<file path="src/include/vdet_pkg.sv">
// package for the supply-voltage detect control block
// assumes an Avalon-MM slave with 32-bit data and byte addresses
package vdet_pkg;
  // register index values as printed; byte address is four times the index
  localparam logic [11:0] IDX_FLAGS_LEVELS = 12'hFC6;
  localparam logic [11:0] IDX_MODE_ENABLE  = 12'hFC7;
  localparam int          ADDR_W           = 14;
  localparam logic [13:0] ADDR_FLAGS_LEVELS = {IDX_FLAGS_LEVELS, 2'b00};
  localparam logic [13:0] ADDR_MODE_ENABLE  = {IDX_MODE_ENABLE, 2'b00};

  // field positions of the flags/levels register
  localparam int CH2_STICKY_BIT = 7;
  localparam int CH2_LIVE_BIT   = 6;
  localparam int CH2_THR_LSB    = 4;
  localparam int CH1_STICKY_BIT = 3;
  localparam int CH1_LIVE_BIT   = 2;
  localparam int CH1_THR_LSB    = 0;

  // field positions of the mode/enable register
  localparam int CH2_MODE_BIT = 3;
  localparam int CH2_EN_BIT   = 2;
  localparam int CH1_MODE_BIT = 1;
  localparam int CH1_EN_BIT   = 0;
  localparam logic [7:0] MODE_ENABLE_WMASK = 8'h3F;

  // reset values
  localparam logic [1:0] CH2_THR_RESET = 2'h2;
  localparam logic [1:0] CH1_THR_RESET = 2'h0;

  // ch2 threshold codes
  localparam logic [1:0] THR2_2V35 = 2'h0;
  localparam logic [1:0] THR2_3V15 = 2'h1;
  localparam logic [1:0] THR2_2V85 = 2'h2;
  localparam logic [1:0] THR2_2V65 = 2'h3;

  // response mode
  typedef enum logic {RESP_IRQ = 1'b0, RESP_RESET = 1'b1} resp_mode_t;

  // per-channel control bundle
  typedef struct packed {
    logic [1:0] threshold;
    logic       response;
    logic       enable;
  } chan_ctrl_t;
endpackage

</file>
<file path="src/rtl/vdet_ctrl.sv">
// supply-voltage detect control: two channels, flags, requests, register slave
// assumes comparator outputs are async to sys_clk and high while supply is low
//
// The Avalon-MM register port was left to the implementer.
`timescale 1ns/1ps

// Contract
// RL1: two independent channels, each with threshold, enable, mode, sticky and live flags.
// RL2: enable one activates detection; zero blocks requests and flag updates.
// RL3: both enables read zero after reset release.
// RL4: enabling while already low raises the selected request at once.
// RL5: channel 2 mode zero raises shared interrupt, one raises channel 2 reset.
// RL6: channel 1 mode zero raises shared interrupt, one raises channel 1 reset.
// RL7: sticky flag sets on detection and holds.
// RL8: software write may only clear a sticky flag.
// RL9: detection wins over a same-cycle software clear.
// RL10: live status is read-only, one while supply below threshold.
// RL11: channel 2 threshold code drives the analog selector, reset code 10.
// RL12: first control register resets with ch2 code 10, all else zero.
// RL13: second control register resets to all zeros.
// RL14: bits 7 and 6 of second register read zero, ignore writes.
// RL15: software writes zero to bits 5 and 4 of second register.
// RL16: interrupt mode raises interrupt when supply falls to threshold.
// RL17: reset mode holds reset request while supply stays below threshold.
// RL18: sticky flag clears only by software zero write or reset.
// RL19: live status leads sticky flag by at most two clocks.
// RL20: interrupt detections share one request; resets stay per channel.
// RL21: comparator outputs pass a two-stage synchroniser first.
module vdet_ctrl
  import vdet_pkg::*;
(
  input  wire logic              sys_clk,
  input  wire logic              rst_n,
  input  wire logic [ADDR_W-1:0] avs_address,
  input  wire logic              avs_read,
  input  wire logic              avs_write,
  input  wire logic [3:0]        avs_byteenable,
  input  wire logic [31:0]       avs_writedata,
  output logic      [31:0]       avs_readdata,
  output logic                   avs_waitrequest,
  input  wire logic              ch1_cmp_low,
  input  wire logic              ch2_cmp_low,
  output logic      [1:0]        ch1_threshold_select,
  output logic      [1:0]        ch2_threshold_select,
  output logic                   low_voltage_irq,
  output logic                   ch1_reset_req,
  output logic                   ch2_reset_req
);

  // ----------------------------------------------------------------------
  // register state
  // ----------------------------------------------------------------------
  chan_ctrl_t  ch1_ctrl_ff;
  chan_ctrl_t  ch2_ctrl_ff;
  logic [1:0]  mode_spare_ff;     // bits 5:4, plain storage
  logic        ch1_sticky_ff;
  logic        ch2_sticky_ff;
  logic [1:0]  sync1_ff;
  logic [1:0]  sync2_ff;
  logic        ack_ff;
  logic [31:0] rdata_ff;
  logic        ch1_live;
  logic        ch2_live;
  logic        wr_lo;
  logic        sel_flags;
  logic        sel_mode;

  // live low when channel enabled and synced comparator low
  function automatic logic live_low(input logic en, input logic cmp);
    return en & cmp;
  endfunction

  // ----------------------------------------------------------------------
  // comparator synchronisers
  // ----------------------------------------------------------------------
  // two flops each; the first stage feeds nothing else
  always_ff @(posedge sys_clk) begin
    if (!rst_n) begin
      sync1_ff <= 2'h0;
      sync2_ff <= 2'h0;
    end else begin
      sync1_ff <= {sync1_ff[0], ch1_cmp_low};   // [RL21]
      sync2_ff <= {sync2_ff[0], ch2_cmp_low};   // [RL21]
    end
  end

  // gated by enable so a disabled channel stays quiet
  assign ch1_live = live_low(ch1_ctrl_ff.enable, sync1_ff[1]);  // [RL2] [RL10]
  assign ch2_live = live_low(ch2_ctrl_ff.enable, sync2_ff[1]);  // [RL2] [RL10]

  // ----------------------------------------------------------------------
  // bus decode
  // ----------------------------------------------------------------------
  // one wait cycle per access: waitrequest drops in the cycle after the request
  assign avs_waitrequest = (avs_read | avs_write) & ~ack_ff;
  assign wr_lo     = avs_write & ~ack_ff & avs_byteenable[0];
  assign sel_flags = (avs_address == ADDR_FLAGS_LEVELS);
  assign sel_mode  = (avs_address == ADDR_MODE_ENABLE);

  always_ff @(posedge sys_clk) begin
    if (!rst_n) begin
      ack_ff <= 1'b0;
    end else begin
      ack_ff <= (avs_read | avs_write) & ~ack_ff;
    end
  end

  // ----------------------------------------------------------------------
  // control registers
  // ----------------------------------------------------------------------
  always_ff @(posedge sys_clk) begin
    if (!rst_n) begin
      ch1_ctrl_ff   <= '{threshold: CH1_THR_RESET, response: RESP_IRQ, enable: 1'b0};  // [RL3]
      ch2_ctrl_ff   <= '{threshold: CH2_THR_RESET, response: RESP_IRQ, enable: 1'b0};  // [RL12]
      mode_spare_ff <= 2'h0;                                                          // [RL13]
    end else if (wr_lo && sel_flags) begin
      ch1_ctrl_ff.threshold <= avs_writedata[CH1_THR_LSB +: 2];
      ch2_ctrl_ff.threshold <= avs_writedata[CH2_THR_LSB +: 2];   // [RL11]
    end else if (wr_lo && sel_mode) begin
      ch2_ctrl_ff.response <= avs_writedata[CH2_MODE_BIT];
      ch2_ctrl_ff.enable   <= avs_writedata[CH2_EN_BIT];          // [RL2]
      ch1_ctrl_ff.response <= avs_writedata[CH1_MODE_BIT];
      ch1_ctrl_ff.enable   <= avs_writedata[CH1_EN_BIT];          // [RL2]
      // bits 5:4 stored as written; software is expected to keep them zero
      mode_spare_ff <= avs_writedata[5:4];                        // [RL15]
    end
  end

  // ----------------------------------------------------------------------
  // sticky flags
  // ----------------------------------------------------------------------
  // set beats clear; writing one never sets; recovery or disable leaves it
  always_ff @(posedge sys_clk) begin
    if (!rst_n) begin
      ch1_sticky_ff <= 1'b0;
      ch2_sticky_ff <= 1'b0;
    end else begin
      if (ch1_live)                                                    // [RL7] [RL9]
        ch1_sticky_ff <= 1'b1;
      else if (wr_lo && sel_flags && !avs_writedata[CH1_STICKY_BIT])   // [RL8] [RL18]
        ch1_sticky_ff <= 1'b0;
      if (ch2_live)                                                    // [RL7] [RL9]
        ch2_sticky_ff <= 1'b1;
      else if (wr_lo && sel_flags && !avs_writedata[CH2_STICKY_BIT])   // [RL8] [RL18]
        ch2_sticky_ff <= 1'b0;
    end
  end
  // live and sticky both come off the same synced bit; sticky lags one clock [RL19]

  // ----------------------------------------------------------------------
  // read data
  // ----------------------------------------------------------------------
  always_ff @(posedge sys_clk) begin
    if (!rst_n) begin
      rdata_ff <= 32'h0000_0000;
    end else if (avs_read && !ack_ff) begin
      rdata_ff <= 32'h0000_0000;
      if (sel_flags) begin
        rdata_ff[CH2_STICKY_BIT]        <= ch2_sticky_ff;
        rdata_ff[CH2_LIVE_BIT]          <= ch2_live;
        rdata_ff[CH2_THR_LSB +: 2]      <= ch2_ctrl_ff.threshold;
        rdata_ff[CH1_STICKY_BIT]        <= ch1_sticky_ff;
        rdata_ff[CH1_LIVE_BIT]          <= ch1_live;
        rdata_ff[CH1_THR_LSB +: 2]      <= ch1_ctrl_ff.threshold;
      end else if (sel_mode) begin
        // bits 7:6 stay zero                                        [RL14]
        rdata_ff[5:4]          <= mode_spare_ff;
        rdata_ff[CH2_MODE_BIT] <= ch2_ctrl_ff.response;
        rdata_ff[CH2_EN_BIT]   <= ch2_ctrl_ff.enable;
        rdata_ff[CH1_MODE_BIT] <= ch1_ctrl_ff.response;
        rdata_ff[CH1_EN_BIT]   <= ch1_ctrl_ff.enable;
      end
    end
  end
  assign avs_readdata = rdata_ff;

  // ----------------------------------------------------------------------
  // requests
  // ----------------------------------------------------------------------
  // level requests follow live state, so enabling while low fires at once
  always_ff @(posedge sys_clk) begin
    if (!rst_n) begin
      low_voltage_irq <= 1'b0;
      ch1_reset_req   <= 1'b0;
      ch2_reset_req   <= 1'b0;
    end else begin
      low_voltage_irq <= (ch1_live & (ch1_ctrl_ff.response == RESP_IRQ))     // [RL6] [RL16]
                       | (ch2_live & (ch2_ctrl_ff.response == RESP_IRQ));    // [RL5] [RL20]
      ch1_reset_req   <= ch1_live & (ch1_ctrl_ff.response == RESP_RESET);    // [RL6] [RL17]
      ch2_reset_req   <= ch2_live & (ch2_ctrl_ff.response == RESP_RESET);    // [RL5] [RL4]
    end
  end

  // thresholds go straight to the analog selectors
  assign ch1_threshold_select = ch1_ctrl_ff.threshold;   // [RL1]
  assign ch2_threshold_select = ch2_ctrl_ff.threshold;   // [RL11]

endmodule // vdet_ctrl
</file>
<file path="config.mk">
export PLATFORM = sky130hd
export DESIGN_NAME = vdet_ctrl
export DESIGN_NICKNAME = d
export VERILOG_FILES = /design/src/include/vdet_pkg.sv /design/src/rtl/vdet_ctrl.sv
export SDC_FILE = /design/constraint.sdc
export NUM_CORES = 1
export LEC_CHECK = 0
export BUFFER_PORTS_ARGS = -buffer_cell sky130_fd_sc_hd__buf_2
export CAP_MARGIN = 25
export CELL_PAD_IN_SITES_DETAIL_PLACEMENT = 1
export CELL_PAD_IN_SITES_GLOBAL_PLACEMENT = 2
export CORE_MARGIN = 4
export CORE_UTILIZATION = 21
export CTS_BUF_LIST = sky130_fd_sc_hd__clkbuf_4
export DETAILED_ROUTE_END_ITERATION = 7
export GPL_TIMING_DRIVEN = 0
export PLACE_DENSITY_LB_ADDON = 0.1
export SLEW_MARGIN = 20
export SYNTH_ARGS = -nofsm -noshare
export SYNTH_HDL_FRONTEND = slang
export SYNTH_SLANG_ARGS = --single-unit
</file>
<file path="constraint.sdc">
create_clock -name sys_clk -period 2.2 [get_ports sys_clk]
set_input_delay 0.44 -clock sys_clk [delete_from_list [all_inputs] [get_ports sys_clk]]
set_output_delay 0.44 -clock sys_clk [all_outputs]
set_load 0.02 [all_outputs]
</file>
==> impl_metrics.json, run 1 <==
{
  "viasPerCell": 4.18,
  "fin_nets": 281,
  "dieArea_um2": 7780,
  "cts_made_buffers": 3,
  "coreArea_um2": 6100,
  "arrival_ns": 2.01,
  "grt.total_usage_pct": 10.2,
  "rsz0062_at_grt": "false",
  "whs_ns": 0.294,
  "ys_warn_count": 0,
  "io_buffers": 42,
  "syn_inst": 155,
  "finClkSkew_ns": 0.00718,
  "grt_pass1_wl_um": 6170,
  "antenna_found_initial": 0,
  "drt-pass1-iter-count": 4,
  "cts_root_buf": "clkbuf_4",
  "row_count": 28,
  "drive_above_1_share_pct": 35.3,
  "antenna-diode-count": 0,
  "ys_ff_latch": 28,
  "mappedNetlistArea_um2": 1350,
  "crit_type": "in -> reg",
  "initial_core_util_pct": 22.2,
  "critPathMaxFanout": 8,
  "areaGrowthSynthToFinish_pct": 32.8,
  "ant_nets": 0,
  "drv_slew": 0,
  "maxCapViolCount": 0,
  "multi_input_area_um2": 618,
  "place_area_um2": 1740,
  "routabilityCongestion": 0.749,
  "pwr_density_cell_nw_per_um2": 558,
  "nFillCells": 781,
  "leakage_uw": 0.000827,
  "final_common_cell": "buf_2",
  "cts_tree": "yes",
  "holdCritPathClass": "in -> reg",
  "ys_types": 30,
  "finalSetupViolations": 0,
  "end_kind": "register",
  "fin_crit_ns": 1.74,
  "num_io_pins": 96,
  "fmax_mhz": 576,
  "cts.reportedPaths.clkPinSlew_ns": 0.16,
  "dp_hpwl_um": 3140,
  "final_util_pct": 29.4,
  "cts_resized": 0,
  "insertion_delay_ns": 0.34,
  "worstSetupStartpointType": "input port",
  "holdPathStages": 2,
  "drtIter0Drc": 44,
  "final_cell_mix": "42 x buf_2, 28 x buf_4, 28 x dfxtp_1, 24 x conb_1",
  "grt_max_degree": 17,
  "grt_pass1_vias": 1307,
  "async_flop_share_pct": 0,
  "synth-edff-count": 0,
  "slew_headroom_pct": 43.1,
  "drt-total-wl_um": 3840,
  "grt-ovfl-total": 0,
  "cts_setup_buffers": 0,
  "outcome": "completed",
  "drc": 0,
  "stdcell_area_um2": 1790,
  "preCtsSetupSlack_ns": 0.0802,
  "period_share_pct": 78.9,
  "synth_ff_type": "dfxtp_1",
  "cts_hold_buf": 0,
  "cts.path.max_buffers": 2,
  "htree_num_levels": 1,
  "required_ns": 2.47,
  "avgSynthCellArea_um2": 8.72,
  "die_x_um": 88.2,
  "ys_seq_area_share_pct": 41.5,
  "finalSetupTns_ns": 0,
  "seqCellArea_um2": 561,
  "ir_drop_mv": 0.218,
  "tightest_slew_ns": 0.853,
  "r2r_cells": 4,
  "die_h_um": 88.2,
  "setup_slack_ns": 0.464,
  "vias": 1251,
  "wire_per_inst_um": 12.9,
  "hold_viol": 0,
  "clock-sinks": 28
}
[worst paths after layout]
path	endpoint	slack, ns	startpoint
worst max-delay path	avs_readdata[6]	0.46	avs_address[5]
worst min-delay path	sync2_ff[0]	0.29	ch2_cmp_low
worst min register to register	sync1_ff[1]	0.46	sync1_ff[0]
worst max register to register	avs_readdata[6]	0.67	ack_ff
[synthesized netlist by cell type, types with 2 or more instances]
master    count  area [µm²]
a21oi_1      13        65.1
and2_1        5        31.3
buf_4        28         210
clkbuf_1      4        15.0
dfxtp_1      28         561
inv_1         5        18.8
mux2i_1       6        60.1
nand2_1      11        41.3
nand3_1       3        15.0
nand4_1      11        68.8
nor2_1        8        30.0
nor3_1        2        10.0
o21ai_0      13        65.1
o21ai_1       2        10.0
[stage by stage]
step	power, µW	std cells
global placement	663	295
global route	1050	299
floorplan	623	178
finish	1000	299
CTS	1010	299
detailed placement	665	295
[metal layers]
| layer | track usage (%) | part of all wire, % |
|---|---|---|
| met5 | 0 | 0 |
| met4 | 4.40 | 2.5 |
| met3 | 1.40 | 7.5 |
| met2 | 17.3 | 47 |
| met1 | 13.0 | 43 |
[where the power goes]
| group | internal (µW) | switching [µW] |
|---|---|---|
| logic | 56.9 | 84.3 |
| clock network | 184 | 161 |
| registers | 512 | 2.34 |
[cell type report]
class,instances,share of cell area (%)
repair buffers,42,11.7
inverters,5,1.05
well taps,75,5.23
flip-flops and latches,28,31.2
clock inverters,1,1.67
multi-input cells,111,34.4
plain buffers,34,13.4
clock buffers,3,1.26
[flip-flops by register name (all words and copies together) (netlist names), 2 cells and up]
signal	flops
avs_readdata	8
ch1_ctrl_ff	2
ch1_threshold_select	2
ch2_ctrl_ff	2
ch2_threshold_select	2
mode_spare_ff	2
sync1_ff	2
sync2_ff	2
[worst max-delay path: stages]
cell     delay [ns]
buf_2          0.10
nor3b_2        0.29
or4b_1         0.49
or3_1          0.34
buf_6          0.16
o31ai_4        0.19
[cells by family after synthesis]
| kind of cell | share of synthesized area, % |
|---|---|
| other | 0.278 |
| AO/OA/AOI/OAI | 14.7 |
| multiplexers | 4.44 |
| flip-flops | 41.5 |
| AND/OR/NAND/NOR | 19.9 |
| buffers and inverters | 19.2 |
Note: power is estimated with default switching activity, not from simulation.
==> run 2: changes to the inputs <==
CORE_UTILIZATION = 19   (was 21)
clock period = 1.57 ns   (was 2.2 ns; I/O delays follow)
==> impl_metrics.json, run 2 (synthesized netlist as in run 1, its figures left out) <==
{
  "maxCapViolCount": 0,
  "crit_type": "in -> reg",
  "place_area_um2": 1770,
  "fmax_mhz": 659,
  "holdCritPathClass": "in -> reg",
  "grt_pass1_vias": 1319,
  "worstSetupStartpoint": "avs_address[0]",
  "pwr_density_cell_nw_per_um2": 760,
  "die_h_um": 92.3,
  "initial_core_util_pct": 19.7,
  "die_x_um": 92.3,
  "outcome": "completed",
  "clock-sinks": 28,
  "viasPerCell": 3.80,
  "stdcell_area_um2": 1860,
  "drt-total-wl_um": 3990,
  "vias": 1217,
  "areaGrowthSynthToFinish_pct": 37.6,
  "fin_crit_ns": 1.52,
  "slew_headroom_pct": 56.2,
  "row_count": 30,
  "drtIter0Drc": 57,
  "cts_made_buffers": 3,
  "num_io_pins": 96,
  "min_from": "ch2_cmp_low",
  "required_ns": 1.84,
  "cts.reportedPaths.clkPinSlew_ns": 0.16,
  "drt-pass1-iter-count": 4,
  "antenna-diode-count": 0,
  "worstSetupStartpointType": "input port",
  "grt_max_degree": 17,
  "antenna_found_initial": 0,
  "routabilityCongestion": 0.683,
  "r2r_start": "ack_ff",
  "finalSetupViolations": 0,
  "drive_above_1_share_pct": 37.5,
  "cts_root_buf": "clkbuf_4",
  "finClkSkew_ns": 0.00702,
  "whs_ns": 0.170,
  "end_kind": "register",
  "dieArea_um2": 8530,
  "period_share_pct": 96.6,
  "rsz0062_at_grt": "false",
  "io_buffers": 42,
  "hold_viol": 0,
  "cp_slowest_cell": "or4b_4",
  "ir_drop_mv": 0.224,
  "final_cell_mix": "41 x buf_2, 30 x buf_4, 28 x dfxtp_1, 24 x conb_1",
  "drv_slew": 0,
  "grt-ovfl-total": 0,
  "coreArea_um2": 6870,
  "fin_nets": 281,
  "grt.total_usage_pct": 9.53,
  "htree_num_levels": 1,
  "cpPeakStageDelay_ns": 0.55,
  "cp_cell_sequence": "buf_6 > nand4b_1 > or4b_4 > or3_4 > o21ai_0",
  "cts.path.max_buffers": 2,
  "ant_nets": 0,
  "final_common_cell": "buf_2",
  "insertion_delay_ns": 0.33,
  "largest_reg_flops": 8,
  "grt_pass1_wl_um": 6520,
  "dp_hpwl_um": 3080,
  "drc": 0,
  "leakage_uw": 0.000841,
  "critPathMaxFanout": 8,
  "wire_per_inst_um": 12.5,
  "arrival_ns": 1.79,
  "tightest_slew_ns": 0.658,
  "cts_tree": "yes"
}
## run 2: worst max-delay path: cells and delay by family
| family | cells | cell delay, ns |
|---|---|---|
| compound gates | 1 | 0.20 |
| buf+inv | 1 | 0.09 |
| simple gates | 3 | 1.18 |
## run 2: repair_timing
action,in CTS,in global routing
resized for setup,3,5
buffers inserted,1,1
hold buffers,0,0
pin swaps,1,2
endpoints found under the setup margin,3,17
## run 2: final cells by class
type / instances / area, µm²
plain buffers: 32 / 225
clock buffers: 3 / 22.5
clock inverters: 1 / 30.0
fillers: 843 / 5010
inverters: 5 / 18.8
multi-input cells: 111 / 651
flip-flops and latches: 28 / 561
well taps: 96 / 120
repair buffers: 44 / 231
## run 2: through the flow
step	util [%]	setup WS [ns]	TNS [ns]	total power, µW	cells
5_1_grt	27.1	0.00834	0	1490	320
2_1_floorplan	-	-0.153	-0.728	873	178
3_3_place_gp	25.7	-0.412	-6.11	932	316
6_report	27.1	0.0537	0	1410	320
3_5_place_dp	25.7	-0.402	-6.44	933	316
4_1_cts	26.8	0.00237	0	1440	321
## run 2: per-layer routing
layer / share of wire (%) / GRT usage (%)
met1: 46 / 12.4
met2: 48 / 16.0
met3: 4.3 / 1.87
met4: 0.78 / 2.60
met5: 0 / 0
## run 2: where the power goes
group / total (µW) / internal, µW / switching [µW] / leakage [µW]
Clock: 485 / 258 / 227 / 0.0000279
Combinational: 206 / 84.9 / 121 / 0.000587
Sequential: 721 / 718 / 3.22 / 0.000227
Total: 1410 / 1060 / 352 / 0.000841
## run 2: final timing paths
path              cells after the start  slack [ns]                       to
setup / recovery                      5        0.05          avs_readdata[5]
hold reg to reg                       1        0.45              sync2_ff[1]
setup reg to reg                      4        0.23  ch1_threshold_select[1]
hold / removal                        2        0.17              sync2_ff[0]
==> run 3: changes to the inputs <==
==> constraint.sdc (replaced) <==
create_clock -name sys_clk -period 1.57 [get_ports sys_clk]
set_input_delay 0.471 -clock sys_clk [delete_from_list [all_inputs] [get_ports sys_clk]]
set_output_delay 0.471 -clock sys_clk [all_outputs]
set_load 0.02 [all_outputs]
==> impl_metrics.json, run 3 (synthesized netlist as in run 1, its figures left out) <==
{
  "stdcell_count": 321,
  "wire_per_inst_um": 12.7,
  "cts_root_buf": "clkbuf_4",
  "cts.path.max_buffers": 2,
  "period_share_pct": 107,
  "ant_nets": 0,
  "drtIter0Drc": 52,
  "pwr_density_cell_nw_per_um2": 752,
  "drc": 0,
  "outcome": "complete, but fails checks",
  "drt-pass1-iter-count": 3,
  "worstSetupStartpointType": "input port",
  "routabilityCongestion": 0.749,
  "holdPathStages": 2,
  "leakage_uw": 0.000865,
  "violations": "negative setup slack",
  "antenna-diode-count": 0,
  "slew_headroom_pct": 59.9,
  "rsz0062_at_grt": "true",
  "die_x_um": 92.3,
  "r2r_slack_ns": 0.21,
  "r2r_start": "ack_ff",
  "clock-sinks": 28,
  "drive_above_1_share_pct": 40.4,
  "arrival_ns": 1.95,
  "required_ns": 1.85,
  "grt-ovfl-total": 0,
  "die_h_um": 92.3,
  "cp_slowest_cell": "or4b_4",
  "critPathMaxFanout": 8,
  "fin_nets": 282,
  "grt_max_degree": 17,
  "areaGrowthSynthToFinish_pct": 40.6,
  "initial_core_util_pct": 19.7,
  "htree_num_levels": 1,
  "cts.reportedPaths.clkPinSlew_ns": 0.17,
  "tightest_slew_ns": 0.597,
  "drv_slew": 0,
  "setup_slack_ns": -0.106,
  "grt.total_usage_pct": 9.79,
  "dp_hpwl_um": 3100,
  "fin_crit_ns": 1.68,
  "dieArea_um2": 8530,
  "finClkSkew_ns": 0.00629,
  "maxCapViolCount": 0,
  "viasPerCell": 3.71,
  "end_kind": "register",
  "insertion_delay_ns": 0.34,
  "cp_cell_sequence": "buf_6 > nand4b_1 > or4b_4 > or3_4 > o31ai_4",
  "reg2reg_to": "ch2_ctrl_ff[1]",
  "path_buf_inv": 1,
  "holdCritPathClass": "in -> reg",
  "hold_viol": 0,
  "fmax_mhz": 597,
  "num_io_pins": 96,
  "cts_tree": "yes",
  "p_total_uw": 1430,
  "antenna_found_initial": 0,
  "finalSetupViolations": 7,
  "row_count": 30,
  "min_from": "ch1_cmp_low",
  "final_common_cell": "buf_2",
  "crit_type": "in -> reg",
  "r2r_cells": 4,
  "min_to": "sync1_ff[0]",
  "grt_pass1_wl_um": 6660,
  "vias": 1192,
  "ir_drop_mv": 0.261,
  "placed_cells": 316,
  "largest_reg_flops": 8,
  "grt_pass1_vias": 1299,
  "drt-total-wl_um": 4070,
  "cp_top_family": "simple AND/OR/NAND/NOR gates",
  "final_cell_mix": "40 x buf_2, 31 x buf_4, 28 x dfxtp_1, 24 x conb_1, 12 x a21oi_1",
  "cpPeakStageDelay_ns": 0.52,
  "io_buffers": 42,
  "cts_hold_buf": 0,
  "cts_made_buffers": 3,
  "coreArea_um2": 6870,
  "finalSetupTns_ns": -0.232
}
[run 3: timing repair]
| item | CTS | global route |
|---|---|---|
| buffers inserted | 1 | 2 |
| resized for setup | 4 | 14 |
| pin swaps | 2 | 5 |
| setup endpoints to repair | 20 | 20 |
[run 3: worst register-to-register path, stage by stage, from the launching register on]
cell	delay, ns
dfxtp_1	0.36
and3b_1	0.26
and2_1	0.37
nand4_1	0.16
a21oi_1	0.17
[run 3: final cells by class]
cell class | instances | area, µm²
well taps | 96 | 120
inverters | 5 | 18.8
clock buffers | 3 | 22.5
fillers | 836 | 4970
multi-input cells | 111 | 666
clock inverters | 1 | 30.0
plain buffers | 32 | 236
flip-flops and latches | 28 | 561
repair buffers | 45 | 245
[run 3: per-stage QoR]
stage	hold WS [ns]	area (µm²)	utilization (%)	setup WS (ns)
floorplan	0.412	1450	-	-0.309
global placement	0.416	1780	25.9	-0.567
detailed placement	0.423	1780	25.9	-0.578
CTS	0.304	1850	27.0	-0.133
global route	0.291	1900	27.7	-0.122
finish	0.320	1900	27.7	-0.106
[run 3: how the worst max path moves through the flow]
stage,startpoint,to,slack [ns],cells after the start
2_1_floorplan,avs_address[0],avs_readdata[6],-0.31,5
3_3_place_gp,avs_address[5],avs_readdata[6],-0.57,6
3_5_place_dp,avs_address[5],ch2_sticky_ff,-0.58,5
4_1_cts,avs_address[0],avs_readdata[6],-0.13,6
5_1_grt,avs_address[0],avs_readdata[6],-0.12,5
6_report,avs_address[0],avs_readdata[6],-0.11,5
[run 3: where the power goes]
group          internal [µW]  total (µW)  leakage, µW  switching, µW
clock network            258         495    0.0000279            237
registers                718         721     0.000227           3.24
logic                   87.9         212     0.000610            124
total                   1060        1430     0.000865            364
[run 3: layer usage]
metal	wire, µm	global-route usage [%]	share of wire [%]	up-vias
li1	-	-	-	631
met1	1940	13.1	48	522
met2	1870	16.1	46	37
met3	214	1.95	5.3	2
met4	41	2.60	1.0	0
met5	0	0	0	-
